--- config.mk ---
export PLATFORM = sky130hd
export DESIGN_NAME = ppf_pin_irq_flags
export DESIGN_NICKNAME = d
export VERILOG_FILES = /design/src/rtl/ppf_pkg.sv /design/src/rtl/ppf_pin_irq_flags.sv /design/src/rtl/ppf_sync.sv
export SDC_FILE = /design/constraint.sdc
export NUM_CORES = 1
export LEC_CHECK = 0
export BUFFER_PORTS_ARGS = -buffer_cell sky130_fd_sc_hd__buf_2
export CAP_MARGIN = 20
export CORE_MARGIN = 2
export CORE_UTILIZATION = 35
export CTS_CLUSTER_DIAMETER = 30
export CTS_CLUSTER_SIZE = 14
export DETAILED_ROUTE_END_ITERATION = 10
export PLACE_DENSITY_LB_ADDON = 0.15
export SLEW_MARGIN = 20
export SYNTH_ARGS = -nofsm -noshare
export SYNTH_HDL_FRONTEND = slang
export SYNTH_SLANG_ARGS = --single-unit
--- constraint.sdc ---
create_clock -name core_clk -period 2.6 [get_ports core_clk]
set_input_delay 0.65 -clock core_clk [delete_from_list [all_inputs] [get_ports core_clk]]
set_output_delay 0.65 -clock core_clk [all_outputs]
set_load 0.03 [all_outputs]
--- src/rtl/ppf_pkg.sv ---
// ppf_pkg: register map, field positions, reset values and widths for the
// port pin interrupt flag block.
// assumes an 8-bit register port with byte-wide registers at these addresses.
package ppf_pkg;

  // ----------------------------------------------------------------------
  // register addresses
  // ----------------------------------------------------------------------
  localparam logic [7:0] ADDR_P0_FLAGS = 8'h89;  // port0_pending_flags
  localparam logic [7:0] ADDR_P1_FLAGS = 8'h8A;  // port1_pending_flags
  localparam logic [7:0] ADDR_P2_FLAGS = 8'h8B;  // port2_pending_flags
  localparam logic [7:0] ADDR_CTRL     = 8'h8C;  // port_irq_edge_and_enable
  localparam logic [7:0] ADDR_P1_MASK  = 8'h8D;  // port1_pin_irq_mask

  // ----------------------------------------------------------------------
  // widths
  // ----------------------------------------------------------------------
  localparam int REG_W = 8;  // register data width
  localparam int AW    = 8;  // register address width
  localparam int P0_W  = 8;  // port 0 inputs
  localparam int P1_W  = 8;  // port 1 inputs
  localparam int P2_W  = 5;  // port 2 inputs
  localparam int CTRL_W = 7;  // stored control bits 6:0, bit 7 reads zero

  // ----------------------------------------------------------------------
  // control register fields
  // ----------------------------------------------------------------------
  localparam int CTRL_P0_EDGE  = 0;  // port0_edge_select
  localparam int CTRL_P1_EDGE  = 1;  // port1_edge_select
  localparam int CTRL_P2_EDGE  = 2;  // port2_edge_select
  localparam int CTRL_P0_LO_EN = 3;  // port0_lower_irq_enable
  localparam int CTRL_P0_HI_EN = 4;  // port0_upper_irq_enable
  localparam int CTRL_P2_EN    = 5;  // port2_irq_enable

  // ----------------------------------------------------------------------
  // port 0 layout in the usb variant and implemented-bit masks
  // ----------------------------------------------------------------------
  localparam int P0_RESUME_BIT = 7;  // usb resume during suspend
  localparam int P0_SPARE_BIT  = 6;  // unused in usb variant
  localparam logic [7:0] P0_IMPL_PLAIN = 8'hFF;
  localparam logic [7:0] P0_IMPL_USB   = 8'hBF;

  // ----------------------------------------------------------------------
  // reset values and timing
  // ----------------------------------------------------------------------
  localparam logic [7:0] FLAGS_RST = 8'h00;
  localparam logic [7:0] MASK_RST  = 8'h00;
  localparam logic [6:0] CTRL_RST  = 7'h00;
  localparam logic [7:0] RDATA_UNMAPPED = 8'h00;
  // cycles after reset release before edges count: two sync stages + history
  localparam logic [1:0] ARM_CYCLES = 2'h3;

endpackage : ppf_pkg

--- src/rtl/ppf_pin_irq_flags.sv ---
// ppf_pin_irq_flags: pending flags, edge select and request enables for
// three general purpose input ports.
// assumes pins are asynchronous, usb_resume_evt comes from core_clk logic,
// and software uses the plain register port with read data one cycle later.
//
// How it works
// - port0 flags: one pending bit per input
// - flags clear on written zero, reset zero
// - usb variant: bit7 resume, bit6 unused
// - port1 flags: eight pending bits
// - port2 flags bits 4:0, upper read zero
// - control bit5 enables port2 requests
// - control bit4 enables port0 upper requests
// - control bit3 enables port0 lower requests
// - control bit2 picks port2 edge polarity
// - control bit1 picks port1 edge polarity
// - control bit0 picks port0 edge polarity
// - per-input request mask for port1
//
// Chosen here: the address-and-strobe port.
`timescale 1ns/1ps
module ppf_pin_irq_flags #(
  parameter bit USB_CAPABLE = 1'b0  // 1: port0 bit7 carries usb resume
) (
  input  wire logic       core_clk,        // system clock, 25 MHz
  input  wire logic       rst_n,           // synchronous reset, active low
  input  wire logic [7:0] reg_addr,        // register address
  input  wire logic [7:0] reg_wdata,       // register write data
  input  wire logic       reg_wr,          // write strobe
  input  wire logic       reg_rd,          // read strobe
  output logic      [7:0] reg_rdata,       // read data, cycle after strobe
  input  wire logic [7:0] port0_pin,       // port 0 input pins
  input  wire logic [7:0] port1_pin,       // port 1 input pins
  input  wire logic [4:0] port2_pin,       // port 2 input pins
  input  wire logic       usb_resume_evt,  // resume during suspend, level
  output logic            port0_irq_req,   // port 0 request to irq control
  output logic            port1_irq_req,   // port 1 request to irq control
  output logic            port2_irq_req    // port 2 request to irq control
);

  // ----------------------------------------------------------------------
  // declarations
  // ----------------------------------------------------------------------
  logic [7:0] p0_flags_reg;
  logic [7:0] p1_flags_reg;
  logic [4:0] p2_flags_reg;
  logic [6:0] ctrl_reg;
  logic [7:0] p1_mask_reg;
  logic [7:0] p0_prev_reg;
  logic [7:0] p1_prev_reg;
  logic [4:0] p2_prev_reg;
  logic [1:0] arm_cnt_reg;
  logic [7:0] p0_sync;
  logic [7:0] p1_sync;
  logic [4:0] p2_sync;
  logic [7:0] p0_src;
  logic [7:0] p0_impl;
  logic       armed;
  logic       wr_p0, wr_p1, wr_p2, wr_ctrl, wr_mask;
  logic       rd_p0, rd_p1, rd_p2, rd_ctrl, rd_mask;
  logic [7:0] p0_hit;
  logic [7:0] p1_hit;
  logic [4:0] p2_hit;
  logic [7:0] p2_edge8;  // port2 edges at function width, top bits padding
  logic [7:0] p0_flags_next;
  logic [7:0] p1_flags_next;
  logic [4:0] p2_flags_next;
  logic [7:0] rdata_next;
  logic [7:0] p0_en_vec;
  logic       p0_irq_next, p1_irq_next, p2_irq_next;

  generate
    if (USB_CAPABLE !== 1'b0 && USB_CAPABLE !== 1'b1) begin : g_bad_variant
      $error("ppf_pin_irq_flags: USB_CAPABLE must be 0 or 1");
    end
  endgenerate

  // ----------------------------------------------------------------------
  // helpers
  // ----------------------------------------------------------------------
  // address match qualified by a strobe, used for every read and write
  function automatic logic hit_at(input logic strobe, input logic [7:0] addr,
                                  input logic [7:0] offs);
    hit_at = strobe && (addr == offs);
  endfunction : hit_at

  // selected edge per bit: sel 0 rising, 1 falling
  function automatic logic [7:0] edge_of(input logic [7:0] now,
                                         input logic [7:0] was,
                                         input logic sel);
    edge_of = sel ? (was & ~now) : (now & ~was);
  endfunction : edge_of

  // ----------------------------------------------------------------------
  // pin synchronisers
  // ----------------------------------------------------------------------
  ppf_sync #(.WIDTH(ppf_pkg::P0_W)) u_sync_p0 (
    .core_clk (core_clk),
    .rst_n    (rst_n),
    .async_in (port0_pin),
    .sync_out (p0_sync)
  );

  ppf_sync #(.WIDTH(ppf_pkg::P1_W)) u_sync_p1 (
    .core_clk (core_clk),
    .rst_n    (rst_n),
    .async_in (port1_pin),
    .sync_out (p1_sync)
  );

  ppf_sync #(.WIDTH(ppf_pkg::P2_W)) u_sync_p2 (
    .core_clk (core_clk),
    .rst_n    (rst_n),
    .async_in (port2_pin),
    .sync_out (p2_sync)
  );

  // ----------------------------------------------------------------------
  // port 0 source layout
  // ----------------------------------------------------------------------
  // resume is internal and already on core_clk, so it skips the syncs;
  // it shares the port0 edge select, which is why software keeps it rising
  assign p0_src = USB_CAPABLE ? {usb_resume_evt, 1'b0, p0_sync[5:0]}
                              : p0_sync;
  assign p0_impl = USB_CAPABLE ? ppf_pkg::P0_IMPL_USB
                               : ppf_pkg::P0_IMPL_PLAIN;

  // ----------------------------------------------------------------------
  // address decode
  // ----------------------------------------------------------------------
  assign wr_p0   = hit_at(reg_wr, reg_addr, ppf_pkg::ADDR_P0_FLAGS);
  assign wr_p1   = hit_at(reg_wr, reg_addr, ppf_pkg::ADDR_P1_FLAGS);
  assign wr_p2   = hit_at(reg_wr, reg_addr, ppf_pkg::ADDR_P2_FLAGS);
  assign wr_ctrl = hit_at(reg_wr, reg_addr, ppf_pkg::ADDR_CTRL);
  assign wr_mask = hit_at(reg_wr, reg_addr, ppf_pkg::ADDR_P1_MASK);
  assign rd_p0   = hit_at(reg_rd, reg_addr, ppf_pkg::ADDR_P0_FLAGS);
  assign rd_p1   = hit_at(reg_rd, reg_addr, ppf_pkg::ADDR_P1_FLAGS);
  assign rd_p2   = hit_at(reg_rd, reg_addr, ppf_pkg::ADDR_P2_FLAGS);
  assign rd_ctrl = hit_at(reg_rd, reg_addr, ppf_pkg::ADDR_CTRL);
  assign rd_mask = hit_at(reg_rd, reg_addr, ppf_pkg::ADDR_P1_MASK);

  // ----------------------------------------------------------------------
  // edge detection
  // ----------------------------------------------------------------------
  // edges are ignored until the sync pipeline and history hold real pin
  // levels, else a pin high at reset would fake a rising edge
  assign armed  = (arm_cnt_reg == ppf_pkg::ARM_CYCLES);
  assign p0_hit = armed ? edge_of(p0_src, p0_prev_reg,
                                  ctrl_reg[ppf_pkg::CTRL_P0_EDGE]) : 8'h00;
  assign p1_hit = armed ? edge_of(p1_sync, p1_prev_reg,
                                  ctrl_reg[ppf_pkg::CTRL_P1_EDGE]) : 8'h00;
  assign p2_edge8 = edge_of({3'h0, p2_sync}, {3'h0, p2_prev_reg},
                            ctrl_reg[ppf_pkg::CTRL_P2_EDGE]);
  assign p2_hit   = armed ? p2_edge8[4:0] : 5'h00;

  // ----------------------------------------------------------------------
  // flag next state: written zero clears, written one keeps, set wins
  // ----------------------------------------------------------------------
  assign p0_flags_next = ((p0_flags_reg & (wr_p0 ? reg_wdata : 8'hFF))
                          | p0_hit) & p0_impl;
  assign p1_flags_next = (p1_flags_reg & (wr_p1 ? reg_wdata : 8'hFF))
                         | p1_hit;
  assign p2_flags_next = (p2_flags_reg & (wr_p2 ? reg_wdata[4:0] : 5'h1F))
                         | p2_hit;

  // ----------------------------------------------------------------------
  // request outputs: flags always record, enables only gate the request
  // ----------------------------------------------------------------------
  assign p0_en_vec = {{4{ctrl_reg[ppf_pkg::CTRL_P0_HI_EN]}},
                      {4{ctrl_reg[ppf_pkg::CTRL_P0_LO_EN]}}};
  assign p0_irq_next = |(p0_flags_reg & p0_en_vec);
  assign p1_irq_next = |(p1_flags_reg & p1_mask_reg);
  assign p2_irq_next = ctrl_reg[ppf_pkg::CTRL_P2_EN] && (|p2_flags_reg);

  // ----------------------------------------------------------------------
  // read mux; unmapped addresses return zero
  // ----------------------------------------------------------------------
  assign rdata_next = rd_p0   ? p0_flags_reg :
                      rd_p1   ? p1_flags_reg :
                      rd_p2   ? {3'h0, p2_flags_reg} :
                      rd_ctrl ? {1'b0, ctrl_reg} :
                      rd_mask ? p1_mask_reg :
                      ppf_pkg::RDATA_UNMAPPED;

  // ----------------------------------------------------------------------
  // flag registers
  // ----------------------------------------------------------------------
  always_ff @(posedge core_clk) begin
    if (!rst_n) begin
      p0_flags_reg <= ppf_pkg::FLAGS_RST;
      p1_flags_reg <= ppf_pkg::FLAGS_RST;
      p2_flags_reg <= ppf_pkg::FLAGS_RST[4:0];
    end else begin
      p0_flags_reg <= p0_flags_next;
      p1_flags_reg <= p1_flags_next;
      p2_flags_reg <= p2_flags_next;
    end
  end

  // ----------------------------------------------------------------------
  // control, mask and edge history
  // ----------------------------------------------------------------------
  always_ff @(posedge core_clk) begin
    if (!rst_n) begin
      ctrl_reg    <= ppf_pkg::CTRL_RST;
      p1_mask_reg <= ppf_pkg::MASK_RST;
      p0_prev_reg <= 8'h00;
      p1_prev_reg <= 8'h00;
      p2_prev_reg <= 5'h00;
      arm_cnt_reg <= 2'h0;
    end else begin
      if (wr_ctrl) begin
        ctrl_reg <= reg_wdata[6:0];
      end
      if (wr_mask) begin
        p1_mask_reg <= reg_wdata;
      end
      p0_prev_reg <= p0_src;
      p1_prev_reg <= p1_sync;
      p2_prev_reg <= p2_sync;
      if (!armed) begin
        arm_cnt_reg <= arm_cnt_reg + 2'h1;
      end
    end
  end

  // ----------------------------------------------------------------------
  // output registers
  // ----------------------------------------------------------------------
  always_ff @(posedge core_clk) begin
    if (!rst_n) begin
      reg_rdata     <= 8'h00;
      port0_irq_req <= 1'b0;
      port1_irq_req <= 1'b0;
      port2_irq_req <= 1'b0;
    end else begin
      reg_rdata     <= rdata_next;
      port0_irq_req <= p0_irq_next;
      port1_irq_req <= p1_irq_next;
      port2_irq_req <= p2_irq_next;
    end
  end

  // ----------------------------------------------------------------------
  // assertions
  // ----------------------------------------------------------------------
  a_p0_read_back: assert property (@(posedge core_clk) disable iff (!rst_n)
    rd_p0 |=> reg_rdata == $past(p0_flags_reg))
    else $error("port0 flag read wrong");

  a_zero_write_clears: assert property (@(posedge core_clk) disable iff (!rst_n)
    (wr_p1 && p1_hit == 8'h00) |=> p1_flags_reg == ($past(p1_flags_reg) & $past(reg_wdata)))
    else $error("port1 zero write did not clear");

  a_one_write_noset: assert property (@(posedge core_clk) disable iff (!rst_n)
    (wr_p2 && p2_hit == 5'h00 && p2_flags_reg == 5'h00) |=> p2_flags_reg == 5'h00)
    else $error("writing one set a port2 flag");

  a_spare_bit_zero: assert property (@(posedge core_clk) disable iff (!rst_n)
    (USB_CAPABLE && rd_p0) |=> !reg_rdata[ppf_pkg::P0_SPARE_BIT])
    else $error("usb variant spare bit read one");

  a_p1_read_back: assert property (@(posedge core_clk) disable iff (!rst_n)
    rd_p1 |=> reg_rdata == $past(p1_flags_reg))
    else $error("port1 flag read wrong");

  a_p2_upper_zero: assert property (@(posedge core_clk) disable iff (!rst_n)
    rd_p2 |=> reg_rdata[7:5] == 3'h0 && reg_rdata[4:0] == $past(p2_flags_reg))
    else $error("port2 read wrong or upper bits set");

  a_p2_enable_gate: assert property (@(posedge core_clk) disable iff (!rst_n)
    !ctrl_reg[ppf_pkg::CTRL_P2_EN] |=> !port2_irq_req)
    else $error("port2 request while disabled");

  a_p0_upper_req: assert property (@(posedge core_clk) disable iff (!rst_n)
    (ctrl_reg[ppf_pkg::CTRL_P0_HI_EN] && p0_flags_reg[7:4] != 4'h0) |=> port0_irq_req)
    else $error("port0 upper flag gave no request");

  a_p0_lower_req: assert property (@(posedge core_clk) disable iff (!rst_n)
    (ctrl_reg[4:3] == 2'h1 && p0_flags_reg[3:0] == 4'h0) |=> !port0_irq_req)
    else $error("port0 request without enabled flag");

  a_p2_edge_sets: assert property (@(posedge core_clk) disable iff (!rst_n)
    (armed && !ctrl_reg[2] && p2_sync[0] && !p2_prev_reg[0]) |=> p2_flags_reg[0])
    else $error("port2 rising edge missed");

  a_p1_fall_sets: assert property (@(posedge core_clk) disable iff (!rst_n)
    (armed && ctrl_reg[1] && !p1_sync[0] && p1_prev_reg[0]) |=> p1_flags_reg[0])
    else $error("port1 falling edge missed");

  a_p0_rise_only: assert property (@(posedge core_clk) disable iff (!rst_n)
    (!ctrl_reg[0] && !wr_p0 && p0_flags_reg[0] == 1'b0 && !(p0_src[0] && !p0_prev_reg[0]))
      |=> !p0_flags_reg[0])
    else $error("port0 flag set without rising edge");

  // write, one quiet cycle, then read back: bit7 must come back zero
  a_ctrl_top_zero: assert property (@(posedge core_clk) disable iff (!rst_n)
    wr_ctrl ##1 !wr_ctrl ##1 rd_ctrl |=> reg_rdata == ($past(reg_wdata, 3) & 8'h7F))
    else $error("control readback wrong");

  a_p1_mask_gate: assert property (@(posedge core_clk) disable iff (!rst_n)
    (p1_flags_reg & p1_mask_reg) == 8'h00 |=> !port1_irq_req)
    else $error("port1 request from masked input");

  a_flag_sticky: assert property (@(posedge core_clk) disable iff (!rst_n)
    (p1_flags_reg[7] && !wr_p1) |=> p1_flags_reg[7])
    else $error("port1 flag dropped without clear");

endmodule : ppf_pin_irq_flags

--- src/rtl/ppf_sync.sv ---
// ppf_sync: two flip-flop synchroniser bank for asynchronous pin levels.
// assumes inputs are slow levels; each bit is synchronised on its own.
`timescale 1ns/1ps
module ppf_sync #(
  parameter int WIDTH = 8
) (
  input  wire logic             core_clk,  // system clock
  input  wire logic             rst_n,     // synchronous reset, active low
  input  wire logic [WIDTH-1:0] async_in,  // raw pin levels
  output logic      [WIDTH-1:0] sync_out   // levels on core_clk
);

  logic [WIDTH-1:0] meta_reg;  // first stage, read only by second stage

  generate
    if (WIDTH < 1) begin : g_bad_width
      $error("ppf_sync: WIDTH must be at least one");
    end
  endgenerate

  // ----------------------------------------------------------------------
  // two stages; only the second stage leaves this module
  // ----------------------------------------------------------------------
  always_ff @(posedge core_clk) begin
    if (!rst_n) begin
      meta_reg <= '0;
      sync_out <= '0;
    end else begin
      meta_reg <= async_in;
      sync_out <= meta_reg;
    end
  end

endmodule : ppf_sync

* Word-level counts from Yosys, hierarchy flattened
Index checks and enable logic that the tools add are counted.
** Cells by class
- Add/sub/neg operators :: 1
- Equal/unequal tests :: 6
- Mux-type cells :: 14
- Bitwise gates (word level) :: 20
- Reductions and logical operators :: 14
** Operators with widths (count)
- 8-bit 2-to-1 mux :: 11
- 8-bit AND :: 8
- 8-bit == test, second input constant :: 5
- 8-bit NOT :: 4
- 8-bit bitwise OR :: 2
- 8-bit OR reduction :: 2
- 5-bit AND :: 3
- 5-bit 2-to-1 mux :: 3
- 1-bit logical AND :: 11
- 5-bit NOT :: 2
- 5-bit bitwise OR :: 1
- 5-bit OR reduction :: 1
- 2-bit by 1-bit adder with 2-bit output, second input constant :: 1
- 2-bit == test, second input constant :: 1
** Word-level totals
- Register bits after elaboration :: 112
- Output and inout port bits :: 11
- Logic and storage cells :: 74

* Depth between registers and ports, before layout
- Depth after elaboration :: 7
- Gate-level depth with buffers :: 6
- Gate-level depth less buffers :: 4

* By module
Synthesis repeated with hierarchy kept, for this count alone.
** Second synthesis, totals
- Cell total of the unflattened synthesis :: 425
- Area total of the unflattened synthesis :: 4115.2 um^2
** By module, submodules not included
- ppf_pin_irq_flags :: instances 1, cells an instance 339, area each 2959.1 um^2, sequential area each 1401.3 um^2
- ppf_sync (u_sync_p0 ...) :: instances 2, cells an instance 33, area each 446.7 um^2, sequential area each 320.3 um^2
- ppf_sync (u_sync_p2) :: instances 1, cells an instance 20, area each 262.8 um^2, sequential area each 200.2 um^2

* Worst setup path after synthesis
No wires, ideal clock.
- Path type :: in2reg
- Start :: input reg_addr[0]
- End :: register ctrl_reg[1]
- Library setup time :: 0.123 ns
- Data arrival time :: 1.499 ns
- Required time :: 2.477 ns
- Setup slack :: 0.979 ns
- Stages :: 6
- Path buffers :: 2
- Path through :: buf_2 -> and4bb_2 -> nand3_2 -> buf_2 -> nand3_1 -> o21ai_0
** On the way
- Cells in the longest elaborated chain, start to end :: 2
** RTL lines
- from (decl) :: RTL line ppf_pin_irq_flags.sv:27 : input wire logic [7:0] reg_addr,
- 8-bit == test :: RTL line ppf_pin_irq_flags.sv:84 : hit_at = strobe && (addr == offs);
- 1-bit logical AND :: RTL line ppf_pin_irq_flags.sv:84
- to (signal assigned) :: RTL line ppf_pin_irq_flags.sv:205 : ctrl_reg <= ppf_pkg::CTRL_RST;
- to (signal assigned) :: RTL line ppf_pin_irq_flags.sv:213 : ctrl_reg <= reg_wdata[6:0];
- to (decl) :: RTL line ppf_pin_irq_flags.sv:47 : logic [6:0] ctrl_reg;
Every way passes these cells.
A chain may end at the register's enable or synchronous reset.

* Final worst setup path
- Start :: input reg_addr[2]
- End :: register p1_flags_reg[5]
** On the way
- Cells in the longest elaborated chain, start to end :: 5
** RTL lines
- 8-bit == test :: RTL line ppf_pin_irq_flags.sv:84
- 1-bit logical AND :: RTL line ppf_pin_irq_flags.sv:84
- 8-bit 2-to-1 mux :: RTL line ppf_pin_irq_flags.sv:161 : assign p1_flags_next = (p1_flags_reg & (wr_p1 ? reg_wdata : 8'hFF))
- 8-bit AND :: RTL line ppf_pin_irq_flags.sv:161
- 8-bit bitwise OR :: RTL line ppf_pin_irq_flags.sv:162 : | p1_hit;
- to (signal assigned) :: RTL line ppf_pin_irq_flags.sv:191 : p1_flags_reg <= ppf_pkg::FLAGS_RST;
- to (signal assigned) :: RTL line ppf_pin_irq_flags.sv:195 : p1_flags_reg <= p1_flags_next;
- to (decl) :: RTL line ppf_pin_irq_flags.sv:45 : logic [7:0] p1_flags_reg;
Every way passes these cells.

==> metrics.txt <==
status complete, no violations; # DRC 0; layout cells sized above 1 0.1561; Synth async-reset ratio 0; # hold bufs at CTS 0; width of the die 112.3 um; Die ar. around 13000 sq um; drt total wl 8689 um; max cap viols 0; Seq/Total Area, Yosys 0.5467; net switching power 708.2 uW; post-synthesis area per instance 9.300 sq um; largest net degree at the start of global routing 55; worst skew pair latency 340 ps; pwr/cell area 691.4 nW/um^2; mapped cell area 4101 sq um; post-cts repair resize count 0; Num CTS Buffers 9; Final Cycle Share 0.6451; top cells by count, synth 112 x dfxtp_1, 64 x and2_1, 54 x o21ai_0, 32 x nor2_1, 29 x nand2_1; Fmax around 0.60 GHz; Rel. slew slack 0.5418; initial DRC count between 100 and 150; number of synthesized flops with an enable pin 0; fill cell count 1157; Main synth FF type dfxtp_1; P_leak around 1.9 nW; syn nets 484; worst path arrival time between 1500 and 2000 ps; Area growth syn-to-layout 15.65%; antenna viol nets, final 0; Final Cell Area 4743 sq um; TritonRoute pass-1 iters 4; RSZ-0062 raised after global routing no; largest buffer count on any clock path 2; Yosys cell types 42; vias in the first global route 2894; P_int approximately 2.6 mW; GPL Wtd Cong between 0.9 and 1; Hold Fails Final Rpt 0; Post-DP Area 4458 sq um; critical path peak fanout 14; initial antenna violation count 0; GRT Resource Usage Total 0.1454; WL/cell around 14 um; via count roughly 3.1k; Worst Skew 3.781 ps; Seq pwr share 0.546; port bufs 51; crit path cell chain buf_2, and4bb_2, nand4b_1, o21ai_0, a21oi_1; die extent in y 112.3 um; Reg clk slew, reported paths about 70 ps; Worst Hold Class reg2reg; minimum clock period after layout 1677 ps; Synth area leaders dfxtp_1 55%, and2_1 9.8%, o21ai_0 6.6%; GRT Residual Overflow 0; peak supply drop 0.2842 mV; setup TNS 0 ps; Top Ports 53; synth warn 0; most common cell in the netlist dfxtp_1; sw frac 0.2159; routed vias/inst approximately 5; worst-margin pin slew between 600 and 700 ps; Final Util 0.4154; Pwr Total 3.280 mW; core footprint 11420 sq um; H-tree depth 3; antenna fix cells 0; CTS root buffer clkbuf_16; FP Rows 39; Num Clock Sinks around 110; Critical Path Max Stage Delay 350 ps; initial core utilization 0.3592; FF+latch count, synth 112; Fin Hold WS 431.2 ps; leading area contributor after synthesis dfxtp_1; Critical Path Sink Type flop; Final setup viols 0; Synth top area share 0.5467; WS Path Type in2reg; CTS tree built; first-pass GRT wire length 14530 um; Worst Path Required 2820 ps; Post-CTS Setup Inserts 0; type of origin of the critical path primary input; HPWL after DPL 6093 um; final net count 525; count of pins over their slew limit 0; Syn Inst Count approximately 440; Clock power frac 0.399; Crit-path slowest cell and4bb_2; combinational power share 0.054
[final cells by class]
class / count / area (sq um) / share of cell area
repair buffers: 54 / 277.8 / 0.05856
well taps: 143 / 178.9 / 0.03772
multi-input cells: 302 / 1748 / 0.3685
flip-flops and latches: 112 / 2242 / 0.4727
inverters: 3 / 11.26 / 0.002374
clock inverters: 3 / 15.01 / 0.003165
clock buffers: 13 / 270.3 / 0.05698
[final timing paths]
kind | cells after the start | startpoint | to | slack [ps]
setup / recovery | 5 | reg_addr[2] | p1_flags_reg[5]$_SDFF_PN0_ | 920
hold / removal | 1 | u_sync_p1.meta_reg[6]$_SDFF_PN0_ | u_sync_p1.sync_out[6]$_SDFF_PN0_ | 430
setup reg to reg | 3 | arm_cnt_reg[0]$_SDFFE_PN0N_ | p1_flags_reg[6]$_SDFF_PN0_ | 1020
hold reg to reg | 1 | u_sync_p1.meta_reg[6]$_SDFF_PN0_ | u_sync_p1.sync_out[6]$_SDFF_PN0_ | 430
[per-layer routing]
metal | up-vias | global-route usage | routed length, um
met4 | 0 | 0.07805 | 271
met1 | 1418 | 0.1954 | 4281
met3 | 16 | 0.02970 | 366
met5 | - | 0 | 0
li1 | 1606 | - | -
met2 | 64 | 0.2205 | 3770
[power by group through the flow]
stage / sequential (mW) / combinational [mW] / clock (mW)
after CTS: 1.79 / 0.182 / 1.35
after floorplan: 1.82 / 0.116 / 0
after global routing: 1.80 / 0.205 / 1.42
final: 1.79 / 0.179 / 1.31
after global placement: 1.83 / 0.177 / 0
after detailed placement: 1.83 / 0.180 / 0
[critical path: cells and delay by family]
family | cells | cell delay (ps)
AOI/OAI and AO/OA | 2 | 380
buffers and inverters | 1 | 180
and+or+nand+nor | 2 | 680
[cells in the final DEF, fill, tap and decap left out, types with 2 or more instances in the layout]
cell,synthesis,final
dfxtp_1,112,112
and2_1,64,64
o21ai_0,54,54
buf_2,8,51
nor2_1,32,32
nand2_1,29,29
a21oi_1,28,28
nor3b_1,21,21
nand3_1,17,17
clkbuf_16,0,9
mux2i_1,6,6
o22ai_1,5,5
nor3_1,5,5
a22oi_1,5,5
nand4_1,3,3
o21ai_1,3,3
a22o_1,3,3
nand2b_1,3,3
clkbuf_8,0,3
clkinv_2,0,3
buf_4,0,3
nor2b_1,2,2
inv_1,2,2
and4bb_2,2,2
o41ai_1,2,2
[metrics by stage]
stage,std cells,setup WS (ps)
finish,630,922.7
global route,630,789.6
CTS,630,947.3
detailed placement,614,578.4
global placement,614,577.0
floorplan,441,978.7
[cell families (layout without fill, tap and decap cells)]
| logic type | after synthesis | after routing | synth area share |
|---|---|---|---|
| adder cells (fa/ha/maj) | 1 | 1 | 0.003050 |
| XOR/XNOR | 1 | 1 | 0.002136 |
| buffers and inverters | 27 | 73 | 0.02715 |
| multiplexers | 6 | 6 | 0.01464 |
| AO/OA/AOI/OAI | 107 | 107 | 0.1467 |
| flip-flops | 112 | 112 | 0.5467 |
| AND/OR/NAND/NOR | 187 | 187 | 0.2596 |
(Power assumes the default switching activity.)
